--- config.mk ---
export PLATFORM = sky130hd
export DESIGN_NAME = rtcs_host_flat
export DESIGN_NICKNAME = d
export VERILOG_FILES = /design/src/rtcs_pkg.sv /design/src/rtcs_if.sv /design/src/rtcs_host.sv /design/src/flat_wrapper.sv
export SDC_FILE = /design/constraint.sdc
export NUM_CORES = 1
export LEC_CHECK = 0
export BUFFER_PORTS_ARGS = -buffer_cell sky130_fd_sc_hd__buf_2
export CAP_MARGIN = 20
export CORE_ASPECT_RATIO = 0.5
export CORE_MARGIN = 2
export CORE_UTILIZATION = 25
export DETAILED_ROUTE_END_ITERATION = 8
export HOLD_SLACK_MARGIN = 0.12
export SKIP_CTS_REPAIR_TIMING = 1
export SLEW_MARGIN = 20
export SYNTH_ARGS = -nofsm -noshare
export SYNTH_HDL_FRONTEND = slang
export SYNTH_SLANG_ARGS = --single-unit
--- constraint.sdc ---
create_clock -name clk_sys -period 5.7 [get_ports clk_sys]
set_input_delay 0.57 -clock clk_sys [delete_from_list [all_inputs] [get_ports clk_sys]]
set_output_delay 0.57 -clock clk_sys [all_outputs]
set_load 0.005 [all_outputs]
--- src/rtcs_pkg.sv ---
// Purpose: Shared constants for the RTC power-up and soft-reset pair.
// Assumes: clk_sys at 100 MHz on both ends.
// Notes:   Long waits are derived here and become module parameters.
package rtcs_pkg;
	localparam int CLK_NS       = 10;
	localparam int SCLK_HALF    = 30;
	localparam int ACC_WAIT_MS  = 41;
	localparam int ACC_WAIT_CYC = ACC_WAIT_MS * 1000000 / CLK_NS;
	localparam int FLAG_TMO_MS  = 40;
	localparam int FLAG_TMO_CYC = FLAG_TMO_MS * 1000000 / CLK_NS;
	localparam int RST_WAIT_US  = 2100;
	localparam int RST_WAIT_CYC = RST_WAIT_US * 1000 / CLK_NS;
	localparam int POLL_NS      = 31250000;
	localparam int POLL_CYC_DEF = POLL_NS / CLK_NS;
	localparam int PROC_US      = 1000;
	localparam int PROC_CYC_DEF = PROC_US * 1000 / CLK_NS;
	localparam int CNT_W        = 24;
	////////////////////////////////////////////////////////////////////////
	localparam logic [3:0] HDR_BITS  = 4'h8;
	localparam logic [4:0] RISE_RD   = 5'h10;
	localparam logic [4:0] RISE_WR   = 5'h11;
	localparam int         MODE_RD   = 3;
	localparam logic [3:0] MODE_RD_B1 = 4'h9;
	localparam logic [3:0] MODE_WR_B1 = 4'h1;
	localparam logic [3:0] MODE_WR_B3 = 4'h3;
	localparam logic [3:0] MODE_WR_B5 = 4'h5;
	localparam int         MEM_N     = 112;
	localparam logic [6:0] MEM_BASE  = 7'h10;
	localparam logic [2:0] FLAG_BANK = 3'h1;
	localparam logic [3:0] FLAG_ADDR = 4'hE;
	localparam int         FLAG_BIT  = 1;
	localparam logic [2:0] TEST_BANK = 3'h3;
	localparam logic [3:0] TEST_ADDR = 4'hF;
	localparam int         TEST_BIT  = 7;
	localparam logic [3:0] IEN_ADDR  = 4'h2;
	localparam logic [2:0] SRST_BANK = 3'h5;
	localparam logic [3:0] SRST_LAST = 4'h3;
	localparam logic [7:0] IEN_CLR   = 8'h00;
	localparam logic [7:0] TEST_SET  = 8'h80;
	localparam logic [7:0] SRST_DATA [4] = '{8'h6C, 8'h03, 8'h10, 8'h20};
	////////////////////////////////////////////////////////////////////////
	localparam logic [7:0] OFS_CTRL  = 8'h00;
	localparam logic [7:0] OFS_CMD   = 8'h04;
	localparam logic [7:0] OFS_STAT  = 8'h08;
	localparam logic [7:0] OFS_ISTAT = 8'h0C;
	localparam logic [7:0] OFS_IMASK = 8'h10;
	localparam int         CTRL_RST  = 0;
	localparam int         CTRL_FAST = 1;
	localparam int         CTRL_GO   = 2;
	localparam int         INT_W     = 3;
	localparam logic [2:0] IMASK_RST = 3'h0;
endpackage : rtcs_pkg

--- src/rtcs_if.sv ---
// Purpose: Four-wire serial link between host and RTC.
// Assumes: Separate data in and data out wires, so nothing is shared.
// Notes:   Host makes ce and sclk; the device only samples them.
`timescale 1ns/1ps
interface rtcs_if;
	logic ce;
	logic sclk;
	logic sdi;
	logic sdo;
	modport dev (input ce, input sclk, input sdi, output sdo);
	modport host (output ce, output sclk, output sdi, input sdo);
endinterface : rtcs_if

--- src/rtcs_host.sv ---
// Purpose: Host end: APB-controlled serial master and soft-reset sequencer.
// Assumes: APB3 without pslverr; main_ok is asynchronous to clk_sys.
// Notes:   Reset of this block is taken as the start of power-up.
`timescale 1ns/1ps
module rtcs_host
	import rtcs_pkg::*;
#(
	parameter int ACC_CYC = ACC_WAIT_CYC,
	parameter int TMO_CYC = FLAG_TMO_CYC,
	parameter int RST_CYC = RST_WAIT_CYC
)(
	input  wire logic        clk_sys,
	input  wire logic        resetn,
	input  wire logic        psel,
	input  wire logic        penable,
	input  wire logic        pwrite,
	input  wire logic [7:0]  paddr,
	input  wire logic [31:0] pwdata,
	output logic      [31:0] prdata,
	output logic             pready,
	output logic             irq,
	input  wire logic        main_ok,
	rtcs_if.host             bus
);
	typedef enum logic [4:0] {
		SQ_IDLE = 5'b00001,
		SQ_OP   = 5'b00010,
		SQ_CLR  = 5'b00100,
		SQ_POST = 5'b01000,
		SQ_USER = 5'b10000
	} rtcs_sq_e;
	typedef enum logic [4:0] {
		E_IDLE = 5'b00001,
		E_LO   = 5'b00010,
		E_HI   = 5'b00100,
		E_END  = 5'b01000,
		E_REC  = 5'b10000
	} rtcs_eng_e;

	localparam logic [2:0]  STEP_FLAG = 3'h1;
	localparam logic [2:0]  STEP_LAST = 3'h7;
	localparam logic [5:0]  HALF_M1   = 6'(SCLK_HALF - 1);
	localparam logic [15:0] FLAG_CLR  = {MODE_WR_B1, FLAG_ADDR, 8'h00};

	rtcs_sq_e         sq;
	rtcs_eng_e        es;
	logic [2:0]       sy_main, sy_sdo;
	logic             main_f, main_q, sdo_f;
	logic [CNT_W-1:0] acc_cnt, tmo_cnt, wait_cnt;
	logic             acc_rdy, fast_mode, flag_one;
	logic [15:0]      cmd, e_op, sh;
	logic [7:0]       rx, rdata;
	logic [4:0]       rc;
	logic [5:0]       tk;
	logic [2:0]       step;
	logic             e_go, e_done, e_rdq, fin_rst, fin_acc, fin_tmo;
	logic [INT_W-1:0] istat, imask, next_istat, w1c;
	logic             acc, wr, go_rst, go_usr;
	logic [31:0]      rd_mux;

	function automatic logic [15:0] seq_op(input logic [2:0] s);
		logic [15:0] op;
		op = {MODE_RD_B1, 4'h0, 8'h00};
		case (s)
			3'h1:    op = {MODE_RD_B1, FLAG_ADDR, 8'h00};
			3'h2:    op = {MODE_WR_B3, IEN_ADDR, IEN_CLR};
			3'h3:    op = {MODE_WR_B3, TEST_ADDR, TEST_SET};
			3'h4,
			3'h5,
			3'h6,
			3'h7:    op = {MODE_WR_B5, 2'b00, s[1:0], SRST_DATA[s[1:0]]};
			default: op = {MODE_RD_B1, 4'h0, 8'h00};
		endcase
		return op;
	endfunction : seq_op

	////////////////////////////////////////////////////////////////////////
	always_ff @(posedge clk_sys or negedge resetn)
	begin
		if (!resetn)
		begin
			sy_main <= 3'h0;
			sy_sdo  <= 3'h0;
			main_f  <= 1'b0;
			main_q  <= 1'b0;
			sdo_f   <= 1'b0;
		end
		else
		begin
			sy_main <= {sy_main[1:0], main_ok};
			sy_sdo  <= {sy_sdo[1:0], bus.sdo};
			if (sy_main[1] == sy_main[2])
				main_f <= sy_main[2];
			if (sy_sdo[1] == sy_sdo[2])
				sdo_f <= sy_sdo[2];
			main_q <= main_f;
		end
	end

	// Power-up and backup-return both restart the access wait.
	always_ff @(posedge clk_sys or negedge resetn)
	begin
		if (!resetn)
			acc_cnt <= CNT_W'(ACC_CYC);
		else if (main_f && !main_q)
			acc_cnt <= CNT_W'(ACC_CYC);
		else if (acc_cnt != '0)
			acc_cnt <= acc_cnt - 1'b1;
	end
	assign acc_rdy = (acc_cnt == '0) && main_f;

	////////////////////////////////////////////////////////////////////////
	assign acc    = psel && penable && pready;
	assign wr     = acc && pwrite;
	assign go_rst = wr && paddr == OFS_CTRL && pwdata[CTRL_RST];
	assign go_usr = wr && paddr == OFS_CTRL && pwdata[CTRL_GO];
	assign w1c    = (wr && paddr == OFS_ISTAT) ? pwdata[INT_W-1:0] : '0;

	always_comb
	begin
		rd_mux = 32'h0000_0000;
		unique case (paddr)
			OFS_CTRL:  rd_mux[CTRL_FAST] = fast_mode;
			OFS_CMD:   rd_mux[15:0] = cmd;
			OFS_STAT:  rd_mux = {16'h0000, rdata, 5'h00, flag_one, acc_rdy, sq != SQ_IDLE};
			OFS_ISTAT: rd_mux[INT_W-1:0] = istat;
			OFS_IMASK: rd_mux[INT_W-1:0] = imask;
			default:   rd_mux = 32'h0000_0000;
		endcase
	end

	always_ff @(posedge clk_sys or negedge resetn)
	begin
		if (!resetn)
		begin
			pready <= 1'b0;
			prdata <= 32'h0000_0000;
		end
		else
		begin
			pready <= psel && !penable;
			if (psel && !penable)
				prdata <= rd_mux;
		end
	end

	always_ff @(posedge clk_sys or negedge resetn)
	begin
		if (!resetn)
		begin
			fast_mode <= 1'b0;
			cmd       <= 16'h0000;
			imask     <= IMASK_RST;
		end
		else if (wr)
		begin
			if (paddr == OFS_CTRL)
				fast_mode <= pwdata[CTRL_FAST];
			if (paddr == OFS_CMD)
				cmd <= pwdata[15:0];
			if (paddr == OFS_IMASK)
				imask <= pwdata[INT_W-1:0];
		end
	end

	// A completion in the same cycle as its clear stays set.
	assign next_istat = (istat & ~w1c) | {fin_tmo, fin_acc, fin_rst};
	always_ff @(posedge clk_sys or negedge resetn)
	begin
		if (!resetn)
		begin
			istat <= '0;
			irq   <= 1'b0;
		end
		else
		begin
			istat <= next_istat;
			irq   <= |(next_istat & imask);
		end
	end

	////////////////////////////////////////////////////////////////////////
	always_ff @(posedge clk_sys or negedge resetn)
	begin
		if (!resetn)
			tmo_cnt <= '0;
		else if (sq == SQ_IDLE && go_rst && acc_rdy)
			tmo_cnt <= CNT_W'(TMO_CYC);
		else if (tmo_cnt != '0)
			tmo_cnt <= tmo_cnt - 1'b1;
	end

	always_ff @(posedge clk_sys or negedge resetn)
	begin
		if (!resetn)
			wait_cnt <= '0;
		else if (sq == SQ_OP && e_done && step == STEP_LAST)
			wait_cnt <= CNT_W'(RST_CYC);
		else if (wait_cnt != '0)
			wait_cnt <= wait_cnt - 1'b1;
	end

	// User commands are only taken in idle, so the sequence runs alone.
	always_ff @(posedge clk_sys or negedge resetn)
	begin
		if (!resetn)
		begin
			sq       <= SQ_IDLE;
			step     <= 3'h0;
			e_go     <= 1'b0;
			e_op     <= 16'h0000;
			flag_one <= 1'b0;
			rdata    <= 8'h00;
			fin_rst  <= 1'b0;
			fin_acc  <= 1'b0;
			fin_tmo  <= 1'b0;
		end
		else
		begin
			e_go    <= 1'b0;
			fin_rst <= 1'b0;
			fin_acc <= 1'b0;
			fin_tmo <= 1'b0;
			unique case (sq)
				SQ_IDLE:
				begin
					if (go_rst && acc_rdy)
					begin
						step <= 3'h0;
						e_op <= seq_op(3'h0);
						e_go <= 1'b1;
						sq   <= SQ_OP;
					end
					else if (go_usr && acc_rdy)
					begin
						e_op <= cmd;
						if (cmd[15:8] == {MODE_WR_B3, TEST_ADDR})
							e_op[TEST_BIT] <= 1'b0;
						e_go <= 1'b1;
						sq   <= SQ_USER;
					end
				end
				SQ_USER:
					if (e_done)
					begin
						rdata   <= rx;
						fin_acc <= 1'b1;
						sq      <= SQ_IDLE;
					end
				SQ_OP:
					if (e_done)
					begin
						if (step == STEP_FLAG)
							flag_one <= rx[FLAG_BIT];
						if (step == STEP_FLAG && fast_mode && rx[FLAG_BIT] && tmo_cnt != '0)
						begin
							e_op <= FLAG_CLR;
							e_go <= 1'b1;
							sq   <= SQ_CLR;
						end
						else if (step == STEP_LAST)
							sq <= SQ_POST;
						else
						begin
							if (step == STEP_FLAG && fast_mode && rx[FLAG_BIT])
								fin_tmo <= 1'b1;
							step <= step + 1'b1;
							e_op <= seq_op(step + 1'b1);
							e_go <= 1'b1;
						end
					end
				SQ_CLR:
					if (e_done)
					begin
						e_op <= seq_op(STEP_FLAG);
						e_go <= 1'b1;
						sq   <= SQ_OP;
					end
				SQ_POST:
					if (wait_cnt == '0)
					begin
						fin_rst <= 1'b1;
						sq      <= SQ_IDLE;
					end
			endcase
		end
	end

	////////////////////////////////////////////////////////////////////////
	// Data changes on the falling edge; sdo is sampled at each rise.
	always_ff @(posedge clk_sys or negedge resetn)
	begin
		if (!resetn)
		begin
			es       <= E_IDLE;
			tk       <= 6'h00;
			sh       <= 16'h0000;
			rx       <= 8'h00;
			rc       <= 5'h00;
			e_rdq    <= 1'b0;
			e_done   <= 1'b0;
			bus.ce   <= 1'b0;
			bus.sclk <= 1'b0;
			bus.sdi  <= 1'b0;
		end
		else
		begin
			e_done <= 1'b0;
			if (tk != 6'h00)
				tk <= tk - 1'b1;
			unique case (es)
				E_IDLE:
					if (e_go)
					begin
						sh      <= e_op;
						e_rdq   <= e_op[12 + MODE_RD];
						rc      <= 5'h00;
						bus.ce  <= 1'b1;
						bus.sdi <= e_op[15];
						tk      <= HALF_M1;
						es      <= E_LO;
					end
				E_LO:
					if (tk == 6'h00)
					begin
						bus.sclk <= 1'b1;
						rx       <= {rx[6:0], sdo_f};
						rc       <= rc + 1'b1;
						tk       <= HALF_M1;
						es       <= E_HI;
					end
				E_HI:
					if (tk == 6'h00)
					begin
						bus.sclk <= 1'b0;
						sh       <= {sh[14:0], 1'b0};
						bus.sdi  <= sh[14];
						tk       <= HALF_M1;
						es       <= (rc == (e_rdq ? RISE_RD : RISE_WR)) ? E_END : E_LO;
					end
				E_END:
					if (tk == 6'h00)
					begin
						bus.ce <= 1'b0;
						tk     <= HALF_M1;
						es     <= E_REC;
					end
				E_REC:
					if (tk == 6'h00)
					begin
						e_done <= 1'b1;
						es     <= E_IDLE;
					end
			endcase
		end
	end
endmodule : rtcs_host

--- src/flat_wrapper.sv ---
// flat-port wrapper written by rule: the top's interface ports become plain ports
module rtcs_host_flat import rtcs_pkg::*;
#(
	parameter int ACC_CYC = ACC_WAIT_CYC,
	parameter int TMO_CYC = FLAG_TMO_CYC,
	parameter int RST_CYC = RST_WAIT_CYC
)
  (clk_sys, resetn, psel, penable, pwrite, paddr, pwdata, prdata, pready, irq, main_ok, bus_ce, bus_sclk, bus_sdi, bus_sdo);
  rtcs_if bus_i ();
  input  wire logic clk_sys;
  input  wire logic resetn;
  input  wire logic psel;
  input  wire logic penable;
  input  wire logic pwrite;
  input  wire logic [7:0] paddr;
  input  wire logic [31:0] pwdata;
  output logic      [31:0] prdata;
  output logic pready;
  output logic irq;
  input  wire logic main_ok;
  output wire logic [$bits(bus_i.ce)-1:0] bus_ce;
  output wire logic [$bits(bus_i.sclk)-1:0] bus_sclk;
  output wire logic [$bits(bus_i.sdi)-1:0] bus_sdi;
  input wire logic [$bits(bus_i.sdo)-1:0] bus_sdo;
  assign bus_ce = bus_i.ce;
  assign bus_sclk = bus_i.sclk;
  assign bus_sdi = bus_i.sdi;
  assign bus_i.sdo = bus_sdo;
  rtcs_host #(.ACC_CYC(ACC_CYC), .TMO_CYC(TMO_CYC), .RST_CYC(RST_CYC)) u_core (.clk_sys(clk_sys), .resetn(resetn), .psel(psel), .penable(penable), .pwrite(pwrite), .paddr(paddr), .pwdata(pwdata), .prdata(prdata), .pready(pready), .irq(irq), .main_ok(main_ok), .bus(bus_i));
endmodule
### Word level (Yosys, flattened, before mapping)

Cells that the tools add are included.

| storage, ports and cells | value |
|---|---|
| flip-flop bits (word level) | 203 |
| output and inout port bits | 37 |
| latch bits | 0 |
| input bits | 47 |
| logic and storage cells | 225 |
| memories | 0 |
| memory bits (writable) | 0 |
| memory bits (read-only) | 0 |

| cells by class | value |
|---|---|
| divide/modulo/power cells | 0 |
| add/subtract/negate cells | 6 |
| multiply operators | 0 |
| eq/ne operators | 43 |
| shifts and indexed selects | 0 |
| muxes and demuxes | 80 |
| $lt $le $gt $ge | 1 |
| reduce and logical (&&, ||, !) cells | 56 |
| bitwise logic cells | 5 |

Operators with widths:

| operator | number |
|---|---|
| $mux W24 | 6 |
| $mux W16 | 6 |
| $mux W5 | 15 |
| $reduce_bool A24 Y1 | 3 |
| $sub A24 B1 Y24 const B | 3 |
| $pmux W16 S4 | 1 |
| $pmux W5 S5 | 2 |
| $logic_not A24 Y1 | 2 |
| $pmux W16 S3 | 1 |
| $mux W15 | 2 |
| $pmux W15 S2 | 1 |
| $pmux W13 S2 | 1 |
| $mux W1 | 23 |
| $logic_and A1 B1 Y1 | 19 |
| $mux W6 | 3 |
| $ne A2 B1 Y1 const B | 9 |
| $bmux W8 S2 | 1 |
| $eq A8 B4 Y1 const B | 2 |
| $mux W8 | 2 |
| $reduce_bool A2 Y1 | 8 |
| $eq A3 B3 Y1 const B | 5 |
| $mux W3 | 5 |
| $reduce_and A3 Y1 | 5 |
| $reduce_and A5 Y1 | 3 |
| other kinds (40) | 63 |

### Longest topological paths before layout

| logic depth | value |
|---|---|
| word-level depth | 10 |
| mapped depth | 9 |
| gate-level depth less buffers | 8 |

### Worst setup path before layout

Ideal clock, no wire load.

| timing | value |
|---|---|
| path kind | input to register |
| start point | input port paddr[0] |
| end point | register u_core.e_op[12] |
| library setup time | 125 ps |
| cell stages on the path | 8 |
| arrival | 2644 ps |
| setup slack | 2931 ps |
| buffers on the path | 2 |
| required time | 5575 ps |
| cell sequence | or4_1 > or2_1 > buf_6 > nor3_4 > nand3_2 > o21ai_4 > buf_8 > mux2_4 |

| between the ends | value |
|---|---|
| word-level cells in the longest chain between the ends | 6 |
| elaborated cells on any way between the ends | 10 |
| those cells by class | eq/ne: 1; mux: 2; reduce/logical: 7 |

Ends and longest elaborated chain:

| item | RTL line | RTL |
|---|---|---|
| start, declared | flat_wrapper.sv:15 | `input wire logic [7:0] paddr;` |
| $logic_not A8 Y1 (*) | rtcs_host.sv:115, rtcs_host.sv:116 |  |
| $logic_and A1 B1 Y1 (*) | rtcs_host.sv:115, rtcs_host.sv:116 |  |
| $logic_and A1 B1 Y1, on equally long branches | rtcs_host.sv:116, rtcs_host.sv:115 |  |
| $logic_and A1 B1 Y1, on equally long branches | rtcs_host.sv:234, rtcs_host.sv:227 |  |
| $ne A3 B3 Y1 (no line) / $mux W16 (equally long branches) | n/a |  |
| $reduce_and A5 Y1 (no line) / $pmux W16 S3 (equally long branches) | n/a |  |
| end signal, assigned | rtcs_host.sv:230 | `e_op <= seq_op(3'h0);` |
| end signal, assigned | rtcs_host.sv:236 | `e_op <= cmd;` |
| end signal, assigned | rtcs_host.sv:268 | `e_op <= seq_op(step + 1'b1);` |
| end, declared | rtcs_host.sv:51 | `logic [15:0] cmd, e_op, sh;` |

Mark *: on every way between the ends. The rest lies on a longest branch, timed or not.
A chain may end at the register's enable or synchronous reset.

### Final worst setup path

| timing | value |
|---|---|
| start point | register u_core.acc_cnt[2] |
| end point | register u_core.step[0] |

| between the ends | value |
|---|---|
| word-level cells in the longest chain between the ends | 5 |

Ends and longest elaborated chain:

| item | RTL line | RTL |
|---|---|---|
| start, declared | rtcs_host.sv:49 | `logic [CNT_W-1:0] acc_cnt, tmo_cnt, wait_cnt;` |
| start signal, assigned | rtcs_host.sv:104 | `acc_cnt <= CNT_W'(ACC_CYC);` |
| start signal, assigned | rtcs_host.sv:106 | `acc_cnt <= CNT_W'(ACC_CYC);` |
| start signal, assigned | rtcs_host.sv:108 | `acc_cnt <= acc_cnt - 1'b1;` |
| $logic_not A24 Y1 | rtcs_host.sv:110 | `assign acc_rdy = (acc_cnt == '0) && main_f;` |
| $logic_and A1 B1 Y1 | rtcs_host.sv:110 |  |
| $logic_and A1 B1 Y1 | rtcs_host.sv:227 | `if (go_rst && acc_rdy)` |
| $ne A2 B2 Y1 (no line) | n/a |  |
| $reduce_and A5 Y1 (no line) | n/a |  |
| end signal, assigned | rtcs_host.sv:267 | `step <= step + 1'b1;` |
| end, declared | rtcs_host.sv:55 | `logic [2:0] step;` |

Every way passes these cells.

==> metrics.md <==
| Metric | Value |
|---|---|
| Initial Util | 25.6% |
| Syn-to-layout area delta | 15.8% |
| Max-Cap Viols | 0 |
| Number of DRC markers in iteration 0 | 410 |
| Distinct cells, synth | 78 |
| Clk_lat worst skew | 500 ps |
| Row count | 51 |
| Syn avg cell area | 10.4 um^2 |
| Cts bufs inserted | 22 |
| DR vias | 7047 |
| Status | completed |
| Initial antenna violation count | 0 |
| Antenna viol nets, final | 0 |
| Width of the die | 287 um |
| Clock sink count | 203 |
| Clk_skew | 10.9 ps |
| CP delay by family, top | simple AND/OR/NAND/NOR gates |
| Post-synth EDFFs | 0 |
| Metal2 WL | 9830 um |
| Fin cells | 1556 |
| DRT Pass-1 Iters | 4 |
| Total Routed Length | 20700 um |
| CP Class | reg -> reg |
| Worst-path maximum fanout | 19 |
| Slew at the pin with the worst max-slew slack | 1140 ps |
| Share of cells above drive strength 1 | 18.1% |
| Port Buffer Count | 51 |
| Total gr overflow | 0 |
| Placed insts | 1517 |
| Setup crit start | u_core.acc_cnt[2]$_DFFE_PN0P_ |
| Final hold viol count | 0 |
| Largest net degree at the start of global routing | 122 |
| Synth Flop Type | dfrtp_1 |
| Leakage Power | 0.00508 uW |
| Post-placement cell area | 0.0108 mm^2 |
| Die H | 146 um |
| Seq cells post-synth | 203 |
| Global-route wire length before repair | 35200 um |
| Most common cell on crit path | and4_1 |
| Synth Warn # | 0 |
| Highest-count cells in the layout ignoring fill and taps | 189 x dfrtp_1, 113 x nand2_1, 91 x nor2_1 |
| Residual DRC | 0 |
| Final worst path period need | 3480 ps |
| Power Density | 275 mW/mm^2 |
| RSZ-0062 raised after global routing | false |
| Final TNS setup | 0 ps |
| Peak VDD IR | 0.208 mV |
| Hold WC Path Type | in -> async |
| Register area share after synthesis | 50.7% |
| CP cell instances | nor4_1, and2_0, and4_1, and4_1, o21ai_1, mux2_2 |
| DP Worst Slack | 2170 ps |
| Final #Nets | 1074 |
| Endpoints failing setup | 0 |
| CTS clk-pin slew, worst paths | 60 ps |
| Area leader, netlist | dfrtp_1 |
| CORE AREA | 0.0392 mm^2 |
| CTS H-tree depth | 1 |
| Syn Inst Count | 964 |
| Worst r2r src | u_core.acc_cnt[2]$_DFFE_PN0P_ |
| Die ar. | 0.0419 mm^2 |
| Worst Setup End Kind | flip-flop |
| Most common cell after layout, fill and taps aside | dfrtp_1 |
| Ranking of synthesized cells by area | dfrtp_1 47%, mux2_2 5.2%, nand2_1 4.2% |
| Synth Cell Area | 0.0100 mm^2 |
| Worst path depth | 6 |
| Io pins | 84 |
| Max Buffers Root-to-Sink | 3 |
| Period utilisation layout | 61.1% |
| RePlAce Congestion | 0.749 |
| CP Data Arrival Time | 3870 ps |
| Met3 wire len | 460 um |
| Antenna diodes | 0 |
| Worst relative slew slack | 23.8% |
| Avg WL per Cell | 13.3 um |
| Worst Path Required | 6080 ps |
| Final HPWL DP | 14000 um |
| Worst Path Buf+Inv | 0 |
| Crit path largest cell delay | 810 ps |
| Via/cell ratio | 4.53 |
| R2R cell count | 6 |
| Uppermost layer routed | met4 |
| Final setup margin | 2220 ps |
| GR Util All Layers | 9.90% |
| Clk root buf | clkbuf_16 |
| Fin util | 29.6% |
| Pins Over Slew Limit | 0 |
| CTS tree | done |
| Critical path's slowest cell | and4_1 |
| Post-synth ARST share | 100% |
| M1 wire length | 9930 um |
| Final instance area | 0.0116 mm^2 |
| Number of global-route vias before repair | 6924 |
| Yosys top cell area share | 47.1% |
| Fill count | 4062 |
| Startpoint types | flip-flop |
| Fmax | 287 MHz |
-- final timing paths --
path | endpoint | slack, ps
max | u_core.step[0]$_DFFE_PN0P_ | 2220
min | u_core.sy_main[2]$_DFF_PN0_ | 100
max reg2reg | u_core.step[0]$_DFFE_PN0P_ | 2220
min reg2reg | u_core.sy_sdo[1]$_DFF_PN0_ | 350
max in group asynchronous | u_core.bus.sdi$_DFFE_PN0P_ | 4540
min in group clk_sys | u_core.sy_sdo[0]$_DFF_PN0_ | 190
-- registers in the layout, summed over array words and instances, names as in the netlist, 3 cells and up --
register / flops
u_core.sh: 15
u_core.e_op: 16
u_core.tmo_cnt: 24
u_core.rx: 8
u_core.sy_main: 3
u_core.es: 5
u_core.sy_sdo: 3
u_core.sq: 5
u_core.rc: 5
u_core.tk: 6
u_core.istat: 3
u_core.imask: 3
u_core.step: 3
u_core.wait_cnt: 24
u_core.acc_cnt: 24
u_core.prdata: 16
u_core.rdata: 8
u_core.cmd: 16
-- Yosys cell counts, types with 3 or more instances --
cell / number
a21o_1: 3
nor4_1: 17
nor3_1: 23
inv_1: 25
o31ai_1: 3
nand4b_1: 5
a211oi_1: 9
xor2_1: 45
a21oi_1: 14
buf_2: 4
mux2_2: 46
or3_1: 16
nand2b_1: 10
dfrtp_1: 189
o211ai_1: 5
nand2_1: 113
a22o_1: 13
nand3_1: 27
a22oi_1: 13
and4_1: 3
nor4_4: 3
o21ai_0: 55
o22ai_1: 5
and3_1: 9
dfstp_2: 14
ha_1: 16
buf_4: 16
nor2_1: 91
nor4b_1: 4
or4_1: 6
xnor2_1: 20
a31oi_1: 8
mux2i_1: 21
nor3b_1: 3
clkbuf_1: 25
mux2_4: 5
nor2b_1: 14
nand4_1: 11
or2_2: 3
-- cells by family (layout without fill, tap and decap cells) --
group                    Yosys count  after routing  synth area share, %
other                              1             16               0.0373
AO/OA/AOI/OAI                    152            152                 10.2
buffers and inverters             74            121                 3.67
multiplexers                      74             74                 8.22
AND/OR/NAND/NOR                  377            377                 19.2
adder cells (fa/ha/maj)           18             18                 2.19
XOR/XNOR                          65             65                 5.67
flip-flops                       203            203                 50.7
-- power breakdown --
| part | internal [uW] | leakage (uW) | total (uW) | switching, uW |
|---|---|---|---|---|
| Sequential | 1470 | 0.00261 | 1500 | 27.8 |
| Clock | 980 | 0.000388 | 1560 | 575 |
| Combinational | 50.0 | 0.00209 | 141 | 91.3 |
-- metal layers --
| layer | GRT usage (%) | up-vias |
|---|---|---|
| li1 | - | 3484 |
| met1 | 13.5 | 3460 |
| met2 | 16.5 | 72 |
| met3 | 1.30 | 31 |
| met5 | 0 | - |
| met4 | 2.71 | 0 |
-- area by class of cell --
type | count | area [um^2] | area share (%)
Multi-Input combinational cell | 702 | 4660 | 40.0
Timing Repair Buffer | 57 | 322 | 2.76
Sequential cell | 203 | 5100 | 43.8
Clock inverter | 8 | 145 | 1.25
Tap cell | 530 | 663 | 5.70
Inverter | 25 | 93.8 | 0.807
Clock buffer | 31 | 656 | 5.64
-- per-stage QoR --
| step | total power (uW) | hold slack, ps |
|---|---|---|
| final | 3200 | 105 |
| after floorplan | 1610 | 274 |
| after detailed placement | 1670 | 337 |
| after CTS | 3250 | 121 |
| after global routing | 3330 | 157 |
| after global placement | 1670 | 337 |
Power figures use the tool's default switching activity.
